===== config.mk =====
export PLATFORM = sky130hd
export DESIGN_NAME = auxpc_top
export DESIGN_NICKNAME = d
export VERILOG_FILES = /design/src/hw/auxpc_pkg.sv /design/src/hw/auxpc_cfg_if.sv /design/src/hw/auxpc_hold.sv /design/src/hw/auxpc_top.sv
export SDC_FILE = /design/constraint.sdc
export NUM_CORES = 1
export LEC_CHECK = 0
export BUFFER_PORTS_ARGS = -buffer_cell sky130_fd_sc_hd__buf_4
export CAP_MARGIN = 20
export CORE_MARGIN = 4
export CORE_UTILIZATION = 40
export DETAILED_ROUTE_END_ITERATION = 16
export GPL_TIMING_DRIVEN = 0
export MAX_ROUTING_LAYER = met4
export PLACE_DENSITY = 0.8
export SLEW_MARGIN = 20
export SYNTH_ARGS = -nofsm -noshare
export SYNTH_HDL_FRONTEND = slang
export SYNTH_SLANG_ARGS = --single-unit
export TNS_END_PERCENT = 5

===== constraint.sdc =====
create_clock -name CLK -period 1.43 [get_ports CLK]
set_input_delay 0.0715 -clock CLK [delete_from_list [all_inputs] [get_ports CLK]]
set_output_delay 0.0715 -clock CLK [all_outputs]
set_load 0.005 [all_outputs]

===== src/hw/auxpc_pkg.sv =====
// Purpose: constants for the auxiliary pin control block
// Assumes: one 16-bit configuration register reached by index
// Notes:   all field positions, codes and reset values live here
package auxpc_pkg;
  // =========================================================
  // register map
  localparam logic [7:0]  AUX_PIN_CONFIG_IDX = 8'h06;
  localparam logic [15:0] AUX_PIN_CONFIG_RST = 16'h0800;
  localparam logic [15:0] AUX_PIN_CONFIG_WMASK = 16'h3fc0;
  // =========================================================
  // field positions
  localparam int OUT_PAIR_EN_BIT = 13;
  localparam int OPEN_WIRE_BIT   = 12;
  localparam int HOLD_EN_BIT     = 11;
  localparam int FAULT_MODE_HI   = 10;
  localparam int FAULT_MODE_LO   = 9;
  localparam int FAULT_LEVEL_BIT = 8;
  localparam int OUT1_LEVEL_BIT  = 7;
  localparam int OUT0_LEVEL_BIT  = 6;
  // =========================================================
  // fault pin modes
  typedef enum logic [1:0] {
    AUXPC_FAULT_OFF = 2'h0,
    AUXPC_FAULT_IN  = 2'h1,
    AUXPC_FAULT_OD  = 2'h2,
    AUXPC_FAULT_GPO = 2'h3
  } auxpc_fault_mode_t;
endpackage


===== src/hw/auxpc_cfg_if.sv =====
// Purpose: carries hold configuration from register and sequencer inputs to hold logic
// Assumes: single clock domain
// Notes:   register hold enable and sequencer inputs drive, hold logic reads
`timescale 1ns/10ps
interface auxpc_cfg_if;
  logic hold_en;
  logic alt_hold;
  logic multi_chan;
  modport src (output hold_en, output alt_hold, output multi_chan);
  modport dst (input hold_en, input alt_hold, input multi_chan);
endinterface


===== src/hw/auxpc_hold.sv =====
// Purpose: conversion-hold logic, immediate and alternate modes
// Assumes: hold pin synchronous to CLK
// Notes:   withheld state clears on pin high
`timescale 1ns/10ps
module auxpc_hold (
  // clock and reset
  input  wire logic clk,
  input  wire logic resetn,
  // configuration
  auxpc_cfg_if.dst  cfg,
  // pins and sequencer
  input  wire logic hold_n,
  input  wire logic chan_switch,
  output logic      mod_reset,
  output logic      conv_start
);
  logic withheld_q;
  logic withheld_d;
  logic alt_active;
  logic hold_rise;
  logic hold_q;
  // mode decode
  assign alt_active = cfg.hold_en & cfg.alt_hold & cfg.multi_chan;
  assign hold_rise  = hold_n & ~hold_q;
  // immediate reset only outside alternate mode
  assign mod_reset  = cfg.hold_en & ~cfg.alt_hold & ~hold_n;
  assign withheld_d = alt_active & (withheld_q ? ~hold_n
                                    : (chan_switch & ~hold_n));
  // start next channel when pin releases a withheld conversion
  assign conv_start = withheld_q & hold_n;
  // state
  always_ff @(posedge clk or negedge resetn) begin
    if (!resetn) begin
      withheld_q <= 1'b0;
      hold_q     <= 1'b1;
    end else begin
      withheld_q <= withheld_d;
      hold_q     <= hold_n;
    end
  end
  // assertions
  property p_hold_release;
    @(posedge clk) disable iff (!resetn)
      (withheld_q && hold_n) |-> conv_start ##1 !withheld_q;
  endproperty
  a_hold_release: assert property (p_hold_release)
    else $error("withheld conversion not released");
  property p_withhold;
    @(posedge clk) disable iff (!resetn)
      (alt_active && chan_switch && !hold_n) |=> withheld_q;
  endproperty
  a_withhold: assert property (p_withhold)
    else $error("conversion not withheld at switch");
  property p_imm_reset;
    @(posedge clk) disable iff (!resetn)
      (cfg.hold_en && !cfg.alt_hold && !hold_n) |-> mod_reset;
  endproperty
  a_imm_reset: assert property (p_imm_reset)
    else $error("modulator not held in reset");
  property p_alt_noreset;
    @(posedge clk) disable iff (!resetn) cfg.alt_hold |-> !mod_reset;
  endproperty
  a_alt_noreset: assert property (p_alt_noreset)
    else $error("alternate mode reset modulator");
  c_release: cover property (@(posedge clk) disable iff (!resetn)
    withheld_q ##1 conv_start);
  c_unused: cover property (@(posedge clk) disable iff (!resetn)
    hold_rise);
endmodule


===== src/hw/auxpc_top.sv =====
// Purpose: auxiliary pin configuration register and pin drivers
// Assumes: register reached by index, 16-bit write strobe and read
// Notes:   fault pin split into input, output and output enable
`timescale 1ns/10ps
module auxpc_top (
  // clock and reset
  input  wire logic        CLK,
  input  wire logic        RESETN,
  // register access
  input  wire logic [7:0]  REG_INDEX,
  input  wire logic        REG_WRITE,
  input  wire logic [15:0] REG_WDATA,
  output logic      [15:0] REG_RDATA,
  // sequencer and status
  input  wire logic        ALTERNATE_HOLD_SELECT,
  input  wire logic        MULTI_CHANNEL,
  input  wire logic        CHANNEL_SWITCH,
  input  wire logic        STATUS_ERRORS,
  input  wire logic        OTHER_FAULTS,
  output logic             CONVERTER_FAULT,
  output logic             MODULATOR_RESET,
  output logic             CONVERSION_START,
  output logic             OPEN_WIRE_DETECT_ENABLE,
  // pins
  input  wire logic        HOLD_N,
  output logic             GENERAL_OUTPUT_0,
  output logic             GENERAL_OUTPUT_1,
  output logic             GENERAL_OUTPUT_OE,
  input  wire logic        FAULT_PIN_IN,
  output logic             FAULT_PIN_OUT,
  output logic             FAULT_PIN_OE,
  output logic             FAULT_PIN_PULLUP
);
  // =========================================================
  // configuration register
  logic [15:0] cfg_q;
  logic [15:0] cfg_d;
  logic        fault_in_q;
  logic        sel;
  logic [1:0]  fault_mode;
  logic [15:0] rd_view;
  auxpc_cfg_if cfg_bus ();
  assign sel = REG_INDEX == auxpc_pkg::AUX_PIN_CONFIG_IDX;
  // reserved bits never stored
  assign cfg_d = (REG_WRITE && sel)
    ? (REG_WDATA & auxpc_pkg::AUX_PIN_CONFIG_WMASK) : cfg_q;
  assign fault_mode = cfg_q[auxpc_pkg::FAULT_MODE_HI:
                            auxpc_pkg::FAULT_MODE_LO];
  // bit 8 reads pin in input mode
  always_comb begin
    rd_view = cfg_q;
    if (fault_mode == auxpc_pkg::AUXPC_FAULT_IN)
      rd_view[auxpc_pkg::FAULT_LEVEL_BIT] = fault_in_q;
  end
  // register and input sample
  always_ff @(posedge CLK or negedge RESETN) begin
    if (!RESETN) begin
      cfg_q      <= auxpc_pkg::AUX_PIN_CONFIG_RST;
      fault_in_q <= 1'b1;
      REG_RDATA  <= 16'h0000;
    end else begin
      cfg_q      <= cfg_d;
      fault_in_q <= FAULT_PIN_IN;
      REG_RDATA  <= sel ? rd_view : 16'h0000;
    end
  end
  // =========================================================
  // general outputs
  assign GENERAL_OUTPUT_OE = cfg_q[auxpc_pkg::OUT_PAIR_EN_BIT];
  assign GENERAL_OUTPUT_1  = cfg_q[auxpc_pkg::OUT1_LEVEL_BIT];
  assign GENERAL_OUTPUT_0  = cfg_q[auxpc_pkg::OUT0_LEVEL_BIT];
  assign OPEN_WIRE_DETECT_ENABLE = cfg_q[auxpc_pkg::OPEN_WIRE_BIT];
  // =========================================================
  // fault pin
  assign CONVERTER_FAULT = OTHER_FAULTS |
    ((fault_mode == auxpc_pkg::AUXPC_FAULT_IN) & ~fault_in_q);
  // open-drain only pulls low, gpo drives both levels
  assign FAULT_PIN_OUT = (fault_mode == auxpc_pkg::AUXPC_FAULT_GPO)
    & cfg_q[auxpc_pkg::FAULT_LEVEL_BIT];
  assign FAULT_PIN_OE =
    ((fault_mode == auxpc_pkg::AUXPC_FAULT_OD) & STATUS_ERRORS)
    | (fault_mode == auxpc_pkg::AUXPC_FAULT_GPO);
  assign FAULT_PIN_PULLUP = fault_mode == auxpc_pkg::AUXPC_FAULT_GPO;
  // =========================================================
  // hold logic
  assign cfg_bus.hold_en    = cfg_q[auxpc_pkg::HOLD_EN_BIT];
  assign cfg_bus.alt_hold   = ALTERNATE_HOLD_SELECT;
  assign cfg_bus.multi_chan = MULTI_CHANNEL;
  auxpc_hold u_hold (
    .clk         (CLK),
    .resetn      (RESETN),
    .cfg         (cfg_bus),
    .hold_n      (HOLD_N),
    .chan_switch (CHANNEL_SWITCH),
    .mod_reset   (MODULATOR_RESET),
    .conv_start  (CONVERSION_START)
  );
  // =========================================================
  // assertions
  // a write that clears the pair enable must switch both outputs off
  property p_gpo_off;
    @(posedge CLK) disable iff (!RESETN)
      (REG_WRITE && sel && !REG_WDATA[auxpc_pkg::OUT_PAIR_EN_BIT]) |=>
        !GENERAL_OUTPUT_OE;
  endproperty
  a_gpo_off: assert property (p_gpo_off)
    else $error("outputs driven while disabled");
  property p_wr_out1;
    @(posedge CLK) disable iff (!RESETN)
      (REG_WRITE && sel) |=> GENERAL_OUTPUT_1 ==
        $past(REG_WDATA[auxpc_pkg::OUT1_LEVEL_BIT]);
  endproperty
  a_wr_out1: assert property (p_wr_out1)
    else $error("output 1 level wrong");
  property p_wr_out0;
    @(posedge CLK) disable iff (!RESETN)
      (REG_WRITE && sel) |=> GENERAL_OUTPUT_0 ==
        $past(REG_WDATA[auxpc_pkg::OUT0_LEVEL_BIT]);
  endproperty
  a_wr_out0: assert property (p_wr_out0)
    else $error("output 0 level wrong");
  property p_ow;
    @(posedge CLK) disable iff (!RESETN)
      (REG_WRITE && sel) |=> OPEN_WIRE_DETECT_ENABLE ==
        $past(REG_WDATA[auxpc_pkg::OPEN_WIRE_BIT]);
  endproperty
  a_ow: assert property (p_ow)
    else $error("open wire enable wrong");
  property p_off_mode;
    @(posedge CLK) disable iff (!RESETN)
      fault_mode == auxpc_pkg::AUXPC_FAULT_OFF |-> !FAULT_PIN_OE;
  endproperty
  a_off_mode: assert property (p_off_mode)
    else $error("disabled fault pin driven");
  property p_od;
    @(posedge CLK) disable iff (!RESETN)
      fault_mode == auxpc_pkg::AUXPC_FAULT_OD |->
        FAULT_PIN_OE == STATUS_ERRORS && !FAULT_PIN_OUT;
  endproperty
  a_od: assert property (p_od)
    else $error("open-drain fault wrong");
  property p_in;
    @(posedge CLK) disable iff (!RESETN)
      (fault_mode == auxpc_pkg::AUXPC_FAULT_IN && !FAULT_PIN_IN) |=>
        CONVERTER_FAULT || fault_mode != auxpc_pkg::AUXPC_FAULT_IN;
  endproperty
  a_in: assert property (p_in)
    else $error("fault input lost");
  property p_rd_resv;
    @(posedge CLK) disable iff (!RESETN)
      (REG_RDATA & ~auxpc_pkg::AUX_PIN_CONFIG_WMASK) == 16'h0000;
  endproperty
  a_rd_resv: assert property (p_rd_resv)
    else $error("reserved bits nonzero");
  property p_gpo_fault;
    @(posedge CLK) disable iff (!RESETN)
      fault_mode == auxpc_pkg::AUXPC_FAULT_GPO |->
        FAULT_PIN_OE && FAULT_PIN_OUT == cfg_q[auxpc_pkg::FAULT_LEVEL_BIT];
  endproperty
  a_gpo_fault: assert property (p_gpo_fault)
    else $error("fault gpo level wrong");
  c_od: cover property (@(posedge CLK) disable iff (!RESETN)
    FAULT_PIN_OE && !FAULT_PIN_OUT);
  c_gpo: cover property (@(posedge CLK) disable iff (!RESETN)
    GENERAL_OUTPUT_OE && GENERAL_OUTPUT_1);
  c_in: cover property (@(posedge CLK) disable iff (!RESETN)
    CONVERTER_FAULT && !OTHER_FAULTS);
endmodule


==> results of run 1 <==
worst register-to-register path, cell delays in order, from the launching register on:
cell      delay, ns
dfrtp_1        0.45
nand2b_1       0.13
mux2i_1        0.19
nor2_1         0.05
power groups by stage:
stage | logic, mW | clock network, mW | registers (mW)
floorplan | 0.0442 | 0 | 0.541
global placement | 0.124 | 0 | 0.543
detailed placement | 0.127 | 0 | 0.543
CTS | 0.134 | 0.267 | 0.533
global route | 0.148 | 0.278 | 0.536
finish | 0.133 | 0.259 | 0.533
routing by layer:
layer	GRT usage (%)	up-vias	share of wire [%]	wire length [um]
met5	-	-	0	0
met4	5.11	0	1.2	21
met3	3.99	3	12	219
met2	25.2	33	51	915
met1	16.2	298	35	632
li1	-	301	-	-
state kept, by name, summed over array words and instances, names as in the netlist:
name and cells:
cfg_q 8, fault_in_q 1, REG_RDATA 8, u_hold.withheld_q 1
timing repair:
action / CTS / global route
hold buffers: 3 / 0
resized for setup: 0 / 0
hold endpoints to repair: 20 / 0
layout make-up:
class / instances / area, um^2 / share of cell area [%]
repair buffers: 46 / 353 / 28.7
multi-input cells: 39 / 303 / 24.6
well taps: 25 / 31.3 / 2.54
clock buffers: 4 / 26.3 / 2.13
flip-flops and latches: 18 / 453 / 36.8
plain buffers: 9 / 65.1 / 5.28
layout by cell type, fill, tap and decap left out:
cell type / netlist / routed
nand2b_1: 1 / 1
and3_1: 1 / 1
and3_2: 7 / 7
mux2_2: 8 / 8
clkbuf_2: 1 / 1
o21a_1: 1 / 1
conb_1: 1 / 8
mux2i_1: 1 / 1
nand2_1: 1 / 1
buf_4: 8 / 51
nor2_1: 3 / 3
nor4_4: 1 / 1
dlygate4sd3_1: 0 / 3
and2_1: 2 / 2
nor3b_1: 1 / 1
o21bai_1: 1 / 1
clkbuf_4: 0 / 3
clkbuf_1: 0 / 1
dfstp_2: 2 / 2
nand4b_1: 1 / 1
nand3_4: 1 / 1
dfrtp_1: 16 / 16
nor4bb_1: 1 / 1
cells by family (layout without fill, tap and decap cells):
family | Yosys count | count (layout) | share of synthesized area [%]
AOI/OAI and AO/OA | 2 | 2 | 1.89
buffers and inverters | 9 | 59 | 8.19
DFF | 18 | 18 | 57.0
muxes | 9 | 9 | 12.6
other | 1 | 8 | 0.472
and+or+nand+nor | 20 | 20 | 19.8
worst paths after layout:
check / slack, ns / start / cells past startpoint / to
worst max-delay path: 0.19 / cfg_q[11] / 2 / MODULATOR_RESET
worst min-delay path: 0.003 / CHANNEL_SWITCH / 3 / u_hold.withheld_q
worst max register to register: 0.51 / cfg_q[9] / 3 / REG_RDATA[8]
worst min register to register: 0.50 / u_hold.withheld_q / 2 / u_hold.withheld_q
max in group asynchronous: 1.00 / RESETN / 2 / cfg_q[11]
min in group asynchronous: 0.17 / RESETN / 2 / REG_RDATA[6]
==> flow_summary.ini, run 1 <==
[setup_path]
start_kind = flip-flop
path_delay_family = flip-flops
critPathMaxStageDelay_ns = 0.56
crit_slowest_cell = dfstp_2
critPathKind = flip-flop to output pin
cp.required_ns = 1.36
path_max_fanout = 4
crit_buf_inv = 1
endpoint_kind = output pin
path_cells = nor3b_1, buf_4
cp.arrival_ns = 1.17

[yosys]
post_synth_main_area_contributors = dfrtp_1, mux2_2, buf_4, and3_2, dfstp_2
yosys_warnings = 0
synthDominantCellAreaShare_pct = 50.4
synth.largest_area_cell = dfrtp_1
ys_top_cells_by_count = dfrtp_1, buf_4, mux2_2
synth_ff_type = dfrtp_1
avgSynthCellArea_um2 = 13.5
ys_ff_latch = 18
async_flop_share_pct = 100
synth_edf_count = 0
ys_seq_area_share_pct = 57.0
syn_area_um2 = 795
ys_types = 20
synthCells = 59
yosysMostFrequentCell = dfrtp_1

[clock_tree]
cts.clk_slew.worst_paths_ns = 0.09
h-tree-depth = 1
ctsLongestPathBuffers = 2
cts_made_buffers = 3
postCtsSetupRepairBufs = 0
cts.sinks = 18
cts_tree = yes
clkLatencyLatePin_ns = 0.29
root_buffer = clkbuf_4

[power_and_ir_drop]
p_total_mw = 0.926
clkPwrFrac_pct = 28.0
power_leakage_nw = 0.686
vdd_drop_max_mv = 0.378
pwr_density_cell_nw_per_um2 = 752
switchingPower_mw = 0.206
p_seq_share_pct = 57.6
pwr-share-comb_pct = 14.4
p_sw_share_pct = 22.3
p_int_mw = 0.720

[floorplanning]
die_h_um = 52.6
fp.coreArea_um2 = 1800
rows = 15
die_x_um = 52.6
dieArea_um2 = 2760
io_pins = 60
initial_core_util_pct = 44.1

[placement]
place.port_buffers = 43
place_area_um2 = 1170
dpl.cell_count = 134
dp_slack_ns = 0.0740
gp_congestion = 0.713

[detailed_routing]
vias = 635
drtAntennaViolNets = 0
routed_wl_um = 1790
first_pass_iters = 4
drc = 0
vias_per_cell = 4.50
drtIter0Drc = 2
avgRoutedWirePerCell_um = 12.7

[finish]
stdcell_count = 141
diodes = 0
final_layout_size_suffix_gt1_share_pct = 63.8
fin_nets = 151
post-route-util_pct = 68.3
design_area_um2 = 1230
fill_cells = 146
synthToLayoutAreaGrowth_pct = 55.0

[grt]
grt_max_degree = 19
overflow = 0
grt_antenna_before_repair = 0
track_usage_pct = 14.6
grt_pass1_vias = 644
grt_pass1_wl_um = 2870

[status]
outcome = finished clean

[hold_path]
hold_class = input port to flip-flop

[sta]
rsz0062_at_grt = false
finalCriticalPeriod_ns = 1.24
setup_tns_ns = 0
setup-violations-final = 0
max_slew_margin_pct = 65.8
finalMaxSlewViolations = 0
worst_pin_slew_ns = 0.509
finalCritPeriodShare_pct = 87.0
fin_skew_ns = 0.00651
hold_viol = 0
hold_slack_ns = 0.00322
fmax_mhz = 804
timing.final.ws_setup_ns = 0.186

[job]
drv_cap = 0
(Power assumes the default switching activity.)
==> inputs of run 2 (changes only) <==
--- a/config.mk
+++ b/config.mk
@@ -8,11 +8,11 @@
 export BUFFER_PORTS_ARGS = -buffer_cell sky130_fd_sc_hd__buf_4
 export CAP_MARGIN = 20
 export CORE_MARGIN = 4
-export CORE_UTILIZATION = 40
+export CORE_UTILIZATION = 41
 export DETAILED_ROUTE_END_ITERATION = 16
 export GPL_TIMING_DRIVEN = 0
 export MAX_ROUTING_LAYER = met4
-export PLACE_DENSITY = 0.8
+export PLACE_DENSITY = 0.82
 export SLEW_MARGIN = 20
 export SYNTH_ARGS = -nofsm -noshare
 export SYNTH_HDL_FRONTEND = slang
==> run 2 against run 1 <==
Sequential power about the same; count of clock-buffer cells in the layout unchanged; total power increased by 4.5%; clock power increased by 17%; register-to-register slack about the same; utilization increased by 1.3 points; global-route usage decreased by 0.83 points; die area decreased by 2.1%.
==> flow_summary.ini, run 2 (synthesized netlist as in run 1, its figures left out) <==
[floorplanning]
fp.coreArea_um2 = 1780
die_x_um = 52.0
initial_core_util_pct = 44.6
dieArea_um2 = 2710
io_pins = 60
die_h_um = 52.0
rows = 15

[detailed_routing]
drtAntennaViolNets = 0
avgRoutedWirePerCell_um = 12.2
routed_wl_um = 1720
drtIter0Drc = 2
drc = 0
first_pass_iters = 4
vias = 622
vias_per_cell = 4.41

[finish]
synthToLayoutAreaGrowth_pct = 56.2
reg_top3 = REG_RDATA x8, cfg_q x8
layout.cells.most_common = buf_4
stdcell_count = 141
fill_cells = 139
multi_input_area_um2 = 303
fin_nets = 151
final_cell_mix = buf_4, dfrtp_1, mux2_2, conb_1, and3_2
final_layout_size_suffix_gt1_share_pct = 64.7
diodes = 0
seq_area_um2 = 453

[setup_path]
critPathCapture = CONVERTER_FAULT
critPathKind = flip-flop to output pin
path_max_fanout = 6
cp.required_ns = 1.36
cp.arrival_ns = 1.18
r2r-end = REG_RDATA[8]
start_kind = flip-flop
r2r_start = cfg_q[10]
crit_start = cfg_q[10]
endpoint_kind = output pin
reg2reg_setup_slack_ns = 0.50
r2r_cells = 3

[clock_tree]
cts.clk_slew.worst_paths_ns = 0.10
cts_made_buffers = 3
root_buffer = clkbuf_4
h-tree-depth = 1
cts.sinks = 18
ctsLongestPathBuffers = 2
cts_tree = yes
clkLatencyLatePin_ns = 0.29
postCtsSetupRepairBufs = 0

[sta]
finalMaxSlewViolations = 0
fin_skew_ns = 0.00602
setup-violations-final = 0
fmax_mhz = 800
max_slew_margin_pct = 65.8
finalCritPeriodShare_pct = 87.4
rsz0062_at_grt = false
worst_pin_slew_ns = 0.509
setup_tns_ns = 0
finalCriticalPeriod_ns = 1.25
hold_viol = 0

[grt]
track_usage_pct = 13.8
grt_max_degree = 19
grt_pass1_wl_um = 2620
overflow = 0
grt_pass1_vias = 566
grt_antenna_before_repair = 0

[status]
outcome = finished clean

[hold_path]
hold_class = input port to flip-flop

[power_and_ir_drop]
pwr_density_cell_nw_per_um2 = 780
vdd_drop_max_mv = 0.603
power_leakage_nw = 0.692

[job]
drv_cap = 0

[placement]
dpl.cell_count = 134
gp_congestion = 0.712
place.port_buffers = 43
[run 2: cell counts in the layout (fill, tap and decap cells not counted)]
No cell type changed its count.
[run 2: report_power, final]
part           leakage (nW)  internal, mW  switching, mW
clock                0.0210         0.155          0.147
sequential            0.243         0.523         0.0103
combinational         0.427        0.0875         0.0450
total                 0.692         0.766          0.202
[run 2: timing repair]
action                                 4_1_cts  5_1_grt
endpoints found under the hold margin       19        1
resized for setup                            0        0
hold buffers                                 2        1
[run 2: cell type report]
type,count,share of cell area (%)
flip-flops and latches,18,36.5
repair buffers,46,28.4
multi-input cells,39,24.4
plain buffers,9,5.24
clock buffers,4,2.92
well taps,25,2.52
[run 2: per-stage QoR]
| step | area [um^2] | worst slack, ns | hold slack [ns] | util [%] | power (mW) |
|---|---|---|---|---|---|
| 2_1_floorplan | 821 | 0.369 | -0.224 | - | 0.585 |
| 3_3_place_gp | 1170 | 0.0925 | -0.0524 | 65.9 | 0.666 |
| 3_5_place_dp | 1170 | 0.0776 | -0.0505 | 65.9 | 0.670 |
| 4_1_cts | 1230 | 0.163 | 0.0000338 | 69.1 | 0.976 |
| 5_1_grt | 1240 | 0.0661 | 0.000522 | 69.6 | 1.01 |
| 6_report | 1240 | 0.181 | 0.00882 | 69.6 | 0.968 |
[run 2: worst min-delay path by stage]
stage,from,endpoint,slack (ns),depth (start not counted)
2_1_floorplan,RESETN,REG_RDATA[10],-0.22,0
5_1_grt,REG_WDATA[7],cfg_q[7],0.0005,2
3_3_place_gp,RESETN,REG_RDATA[11],-0.05,1
3_5_place_dp,RESETN,cfg_q[7],-0.05,1
6_report,REG_WDATA[7],cfg_q[7],0.009,2
4_1_cts,REG_WDATA[8],cfg_q[8],0.00003,2
[run 2: worst max-delay path, cell delays in order, from the launching register on]
cell      delay (ns)
dfrtp_1         0.43
nand2b_1        0.19
o21bai_1        0.14
buf_4           0.13
[run 2: routing by layer]
layer | wire length, um | GRT usage [%] | vias up
li1 | - | - | 306
met1 | 624 | 15.6 | 281
met2 | 908 | 22.8 | 33
met3 | 170 | 2.58 | 2
met4 | 17 | 7.86 | 0
met5 | 0 | - | -
==> inputs of run 3 (changes only) <==
--- a/config.mk
+++ b/config.mk
@@ -8,13 +8,14 @@
 export BUFFER_PORTS_ARGS = -buffer_cell sky130_fd_sc_hd__buf_4
 export CAP_MARGIN = 20
 export CORE_MARGIN = 4
-export CORE_UTILIZATION = 41
+export CORE_UTILIZATION = 38
 export DETAILED_ROUTE_END_ITERATION = 16
 export GPL_TIMING_DRIVEN = 0
 export MAX_ROUTING_LAYER = met4
-export PLACE_DENSITY = 0.82
+export PLACE_DENSITY_LB_ADDON = 0.3
 export SLEW_MARGIN = 20
 export SYNTH_ARGS = -nofsm -noshare
 export SYNTH_HDL_FRONTEND = slang
+export SYNTH_HIERARCHICAL = 1
 export SYNTH_SLANG_ARGS = --single-unit
 export TNS_END_PERCENT = 5
==> constraint.sdc (replaced) <==
create_clock -name CLK -period 1.23 [get_ports CLK]
set_input_delay 0.0615 -clock CLK [delete_from_list [all_inputs] [get_ports CLK]]
set_output_delay 0.0615 -clock CLK [all_outputs]
set_load 0.005 [all_outputs]
==> run 3 against run 2 <==
Design area increased by 2.5%; area after synthesis increased by 0.16%; non-clock buffer count increased by 3; total power increased by 8.9%; sequential power increased by 16%; combinational power increased by 25%; largest power group unchanged.
==> flow_summary.ini, run 3 <==
[grt]
track_usage_pct = 13.1
grt_max_degree = 19
use_met3_pct = 3.60
grt_antenna_before_repair = 0
grt_pass1_wl_um = 2620
top_usage_layer = met2
grt_util_met1_pct = 12.2
met2_usage_pct = 23.8
overflow = 0
grt_pass1_vias = 636

[setup_path]
critPathMaxStageDelay_ns = 0.56
path_cells = nor3b_2, buf_4
endpoint_kind = output pin
critPathKind = flip-flop to output pin
cp.required_ns = 1.17
crit_slowest_cell = dfstp_2
path_max_fanout = 4
cp.arrival_ns = 1.11
start_kind = flip-flop

[yosys]
avgSynthCellArea_um2 = 13.5
syn_area_um2 = 796
ys_top_cells_by_count = dfrtp_1, buf_4, mux2_2
ys_types = 21
ys_seq_area_share_pct = 56.9
synth.largest_area_cell = dfrtp_1
synth_edf_count = 0
async_flop_share_pct = 100
post_synth_main_area_contributors = dfrtp_1, mux2_2, buf_4, and3_2, dfstp_2
synth_ff_type = dfrtp_1
yosys_warnings = 6
ys_ff_latch = 18
synthDominantCellAreaShare_pct = 50.3
yosysMostFrequentCell = dfrtp_1
synthCells = 59

[status]
outcome = finished clean

[detailed_routing]
avgRoutedWirePerCell_um = 12.2
routed_wl_um = 1770
drtIter0Drc = 0
vias_per_cell = 4.30
drc = 0
vias = 623
drtAntennaViolNets = 0
first_pass_iters = 1

[sta]
finalCritPeriodShare_pct = 95.1
hold_slack_ns = 0.0116
fmax_mhz = 855
setup_tns_ns = 0
worst_pin_slew_ns = 0.504
finalMaxSlewViolations = 0
setup-violations-final = 0
max_slew_margin_pct = 66.1
rsz0062_at_grt = true
hold_viol = 0
finalCriticalPeriod_ns = 1.17
timing.final.ws_setup_ns = 0.0601
fin_skew_ns = 0.000512

[finish]
design_area_um2 = 1270
stdcell_count = 145
layout.cells.most_common = buf_4
synthToLayoutAreaGrowth_pct = 59.9
final_layout_size_suffix_gt1_share_pct = 66.9
fin_nets = 154
final_cell_mix = buf_4, dfrtp_1, mux2_2, conb_1, and3_2
diodes = 0
reg_top3 = REG_RDATA x8, cfg_q x8
post-route-util_pct = 64.2

[placement]
dpl.cell_count = 136
place.port_buffers = 43
gp_congestion = 0.701
place_area_um2 = 1180
dp_slack_ns = -0.126

[floorplanning]
die_x_um = 53.8
fp.coreArea_um2 = 1980
initial_core_util_pct = 40.2
die_h_um = 53.8
dieArea_um2 = 2890
rows = 16
io_pins = 60

[power_and_ir_drop]
p_total_mw = 1.05
p_sw_share_pct = 21.0
pwr-share-comb_pct = 15.7
clkPwrFrac_pct = 25.3
switchingPower_mw = 0.221
power_leakage_nw = 0.700
p_int_mw = 0.832
pwr_density_cell_nw_per_um2 = 828
vdd_drop_max_mv = 0.649
p_seq_share_pct = 58.9

[hold_path]
hold_class = input port to flip-flop

[clock_tree]
root_buffer = clkbuf_4
cts.clk_slew.worst_paths_ns = 0.09
cts.sinks = 18
clkLatencyLatePin_ns = 0.27
cts_made_buffers = 3
h-tree-depth = 1
ctsLongestPathBuffers = 2
cts_tree = yes

[job]
drv_cap = 0
## run 3: cell count changes after synthesis
| cell | previous run | this run |
|---|---|---|
| and2_1 | 2 | 1 |
| and2_2 | 0 | 1 |
## run 3: cell families (layout without fill, tap and decap cells)
family	after synthesis	in the layout	share of synthesized area (%)
buf+inv	9	61	8.18
other cells	1	8	0.471
mux	9	9	12.6
simple gates	20	20	20.0
compound gates	2	2	1.89
flops	18	18	56.9
## run 3: worst max-delay path, delay by kind of cell, from the launching register on
kind          cells  cell delay (ns)
flops             1             0.56
simple gates      1             0.15
buf+inv           1             0.13
## run 3: cell type report
type / count / area [um^2]
plain buffers: 9 / 65.1
clock buffers: 3 / 22.5
fillers: 184 / 709
multi-input cells: 39 / 317
flip-flops and latches: 18 / 454
well taps: 27 / 33.8
repair buffers: 49 / 380
## run 3: repair_timing
action | CTS | global route
resized for setup | 0 | 3
endpoints found under the hold margin | 20 | 2
buffers inserted | 1 | 0
pin swaps | 0 | 1
hold buffers | 3 | 2
endpoints found under the setup margin | 1 | 2
## run 3: final timing paths
kind	start	endpoint	slack (ns)	cells after the start
min in group asynchronous	RESETN	REG_RDATA[8]	0.18	2
setup reg to reg	cfg_q[10]	cfg_q[10]	0.31	2
max in group asynchronous	RESETN	cfg_q[11]	0.79	2
hold / removal	REG_WDATA[12]	cfg_q[12]	0.01	2
hold reg to reg	u_hold/withheld_q	u_hold/withheld_q	0.50	2
setup / recovery	cfg_q[11]	MODULATOR_RESET	0.06	2
## run 3: power groups by stage
stage	sequential, mW	clock [mW]	combinational [mW]
after global routing	0.623	0.305	0.181
after global placement	0.631	0	0.144
after CTS	0.620	0.277	0.158
after floorplan	0.629	0	0.0513
after detailed placement	0.632	0	0.147
final	0.621	0.267	0.166
## run 3: metal layers
layer	up-vias	part of all wire (%)
met5	-	0
met4	0	2.8
met2	27	52
met1	284	36
li1	308	-
met3	4	9.1
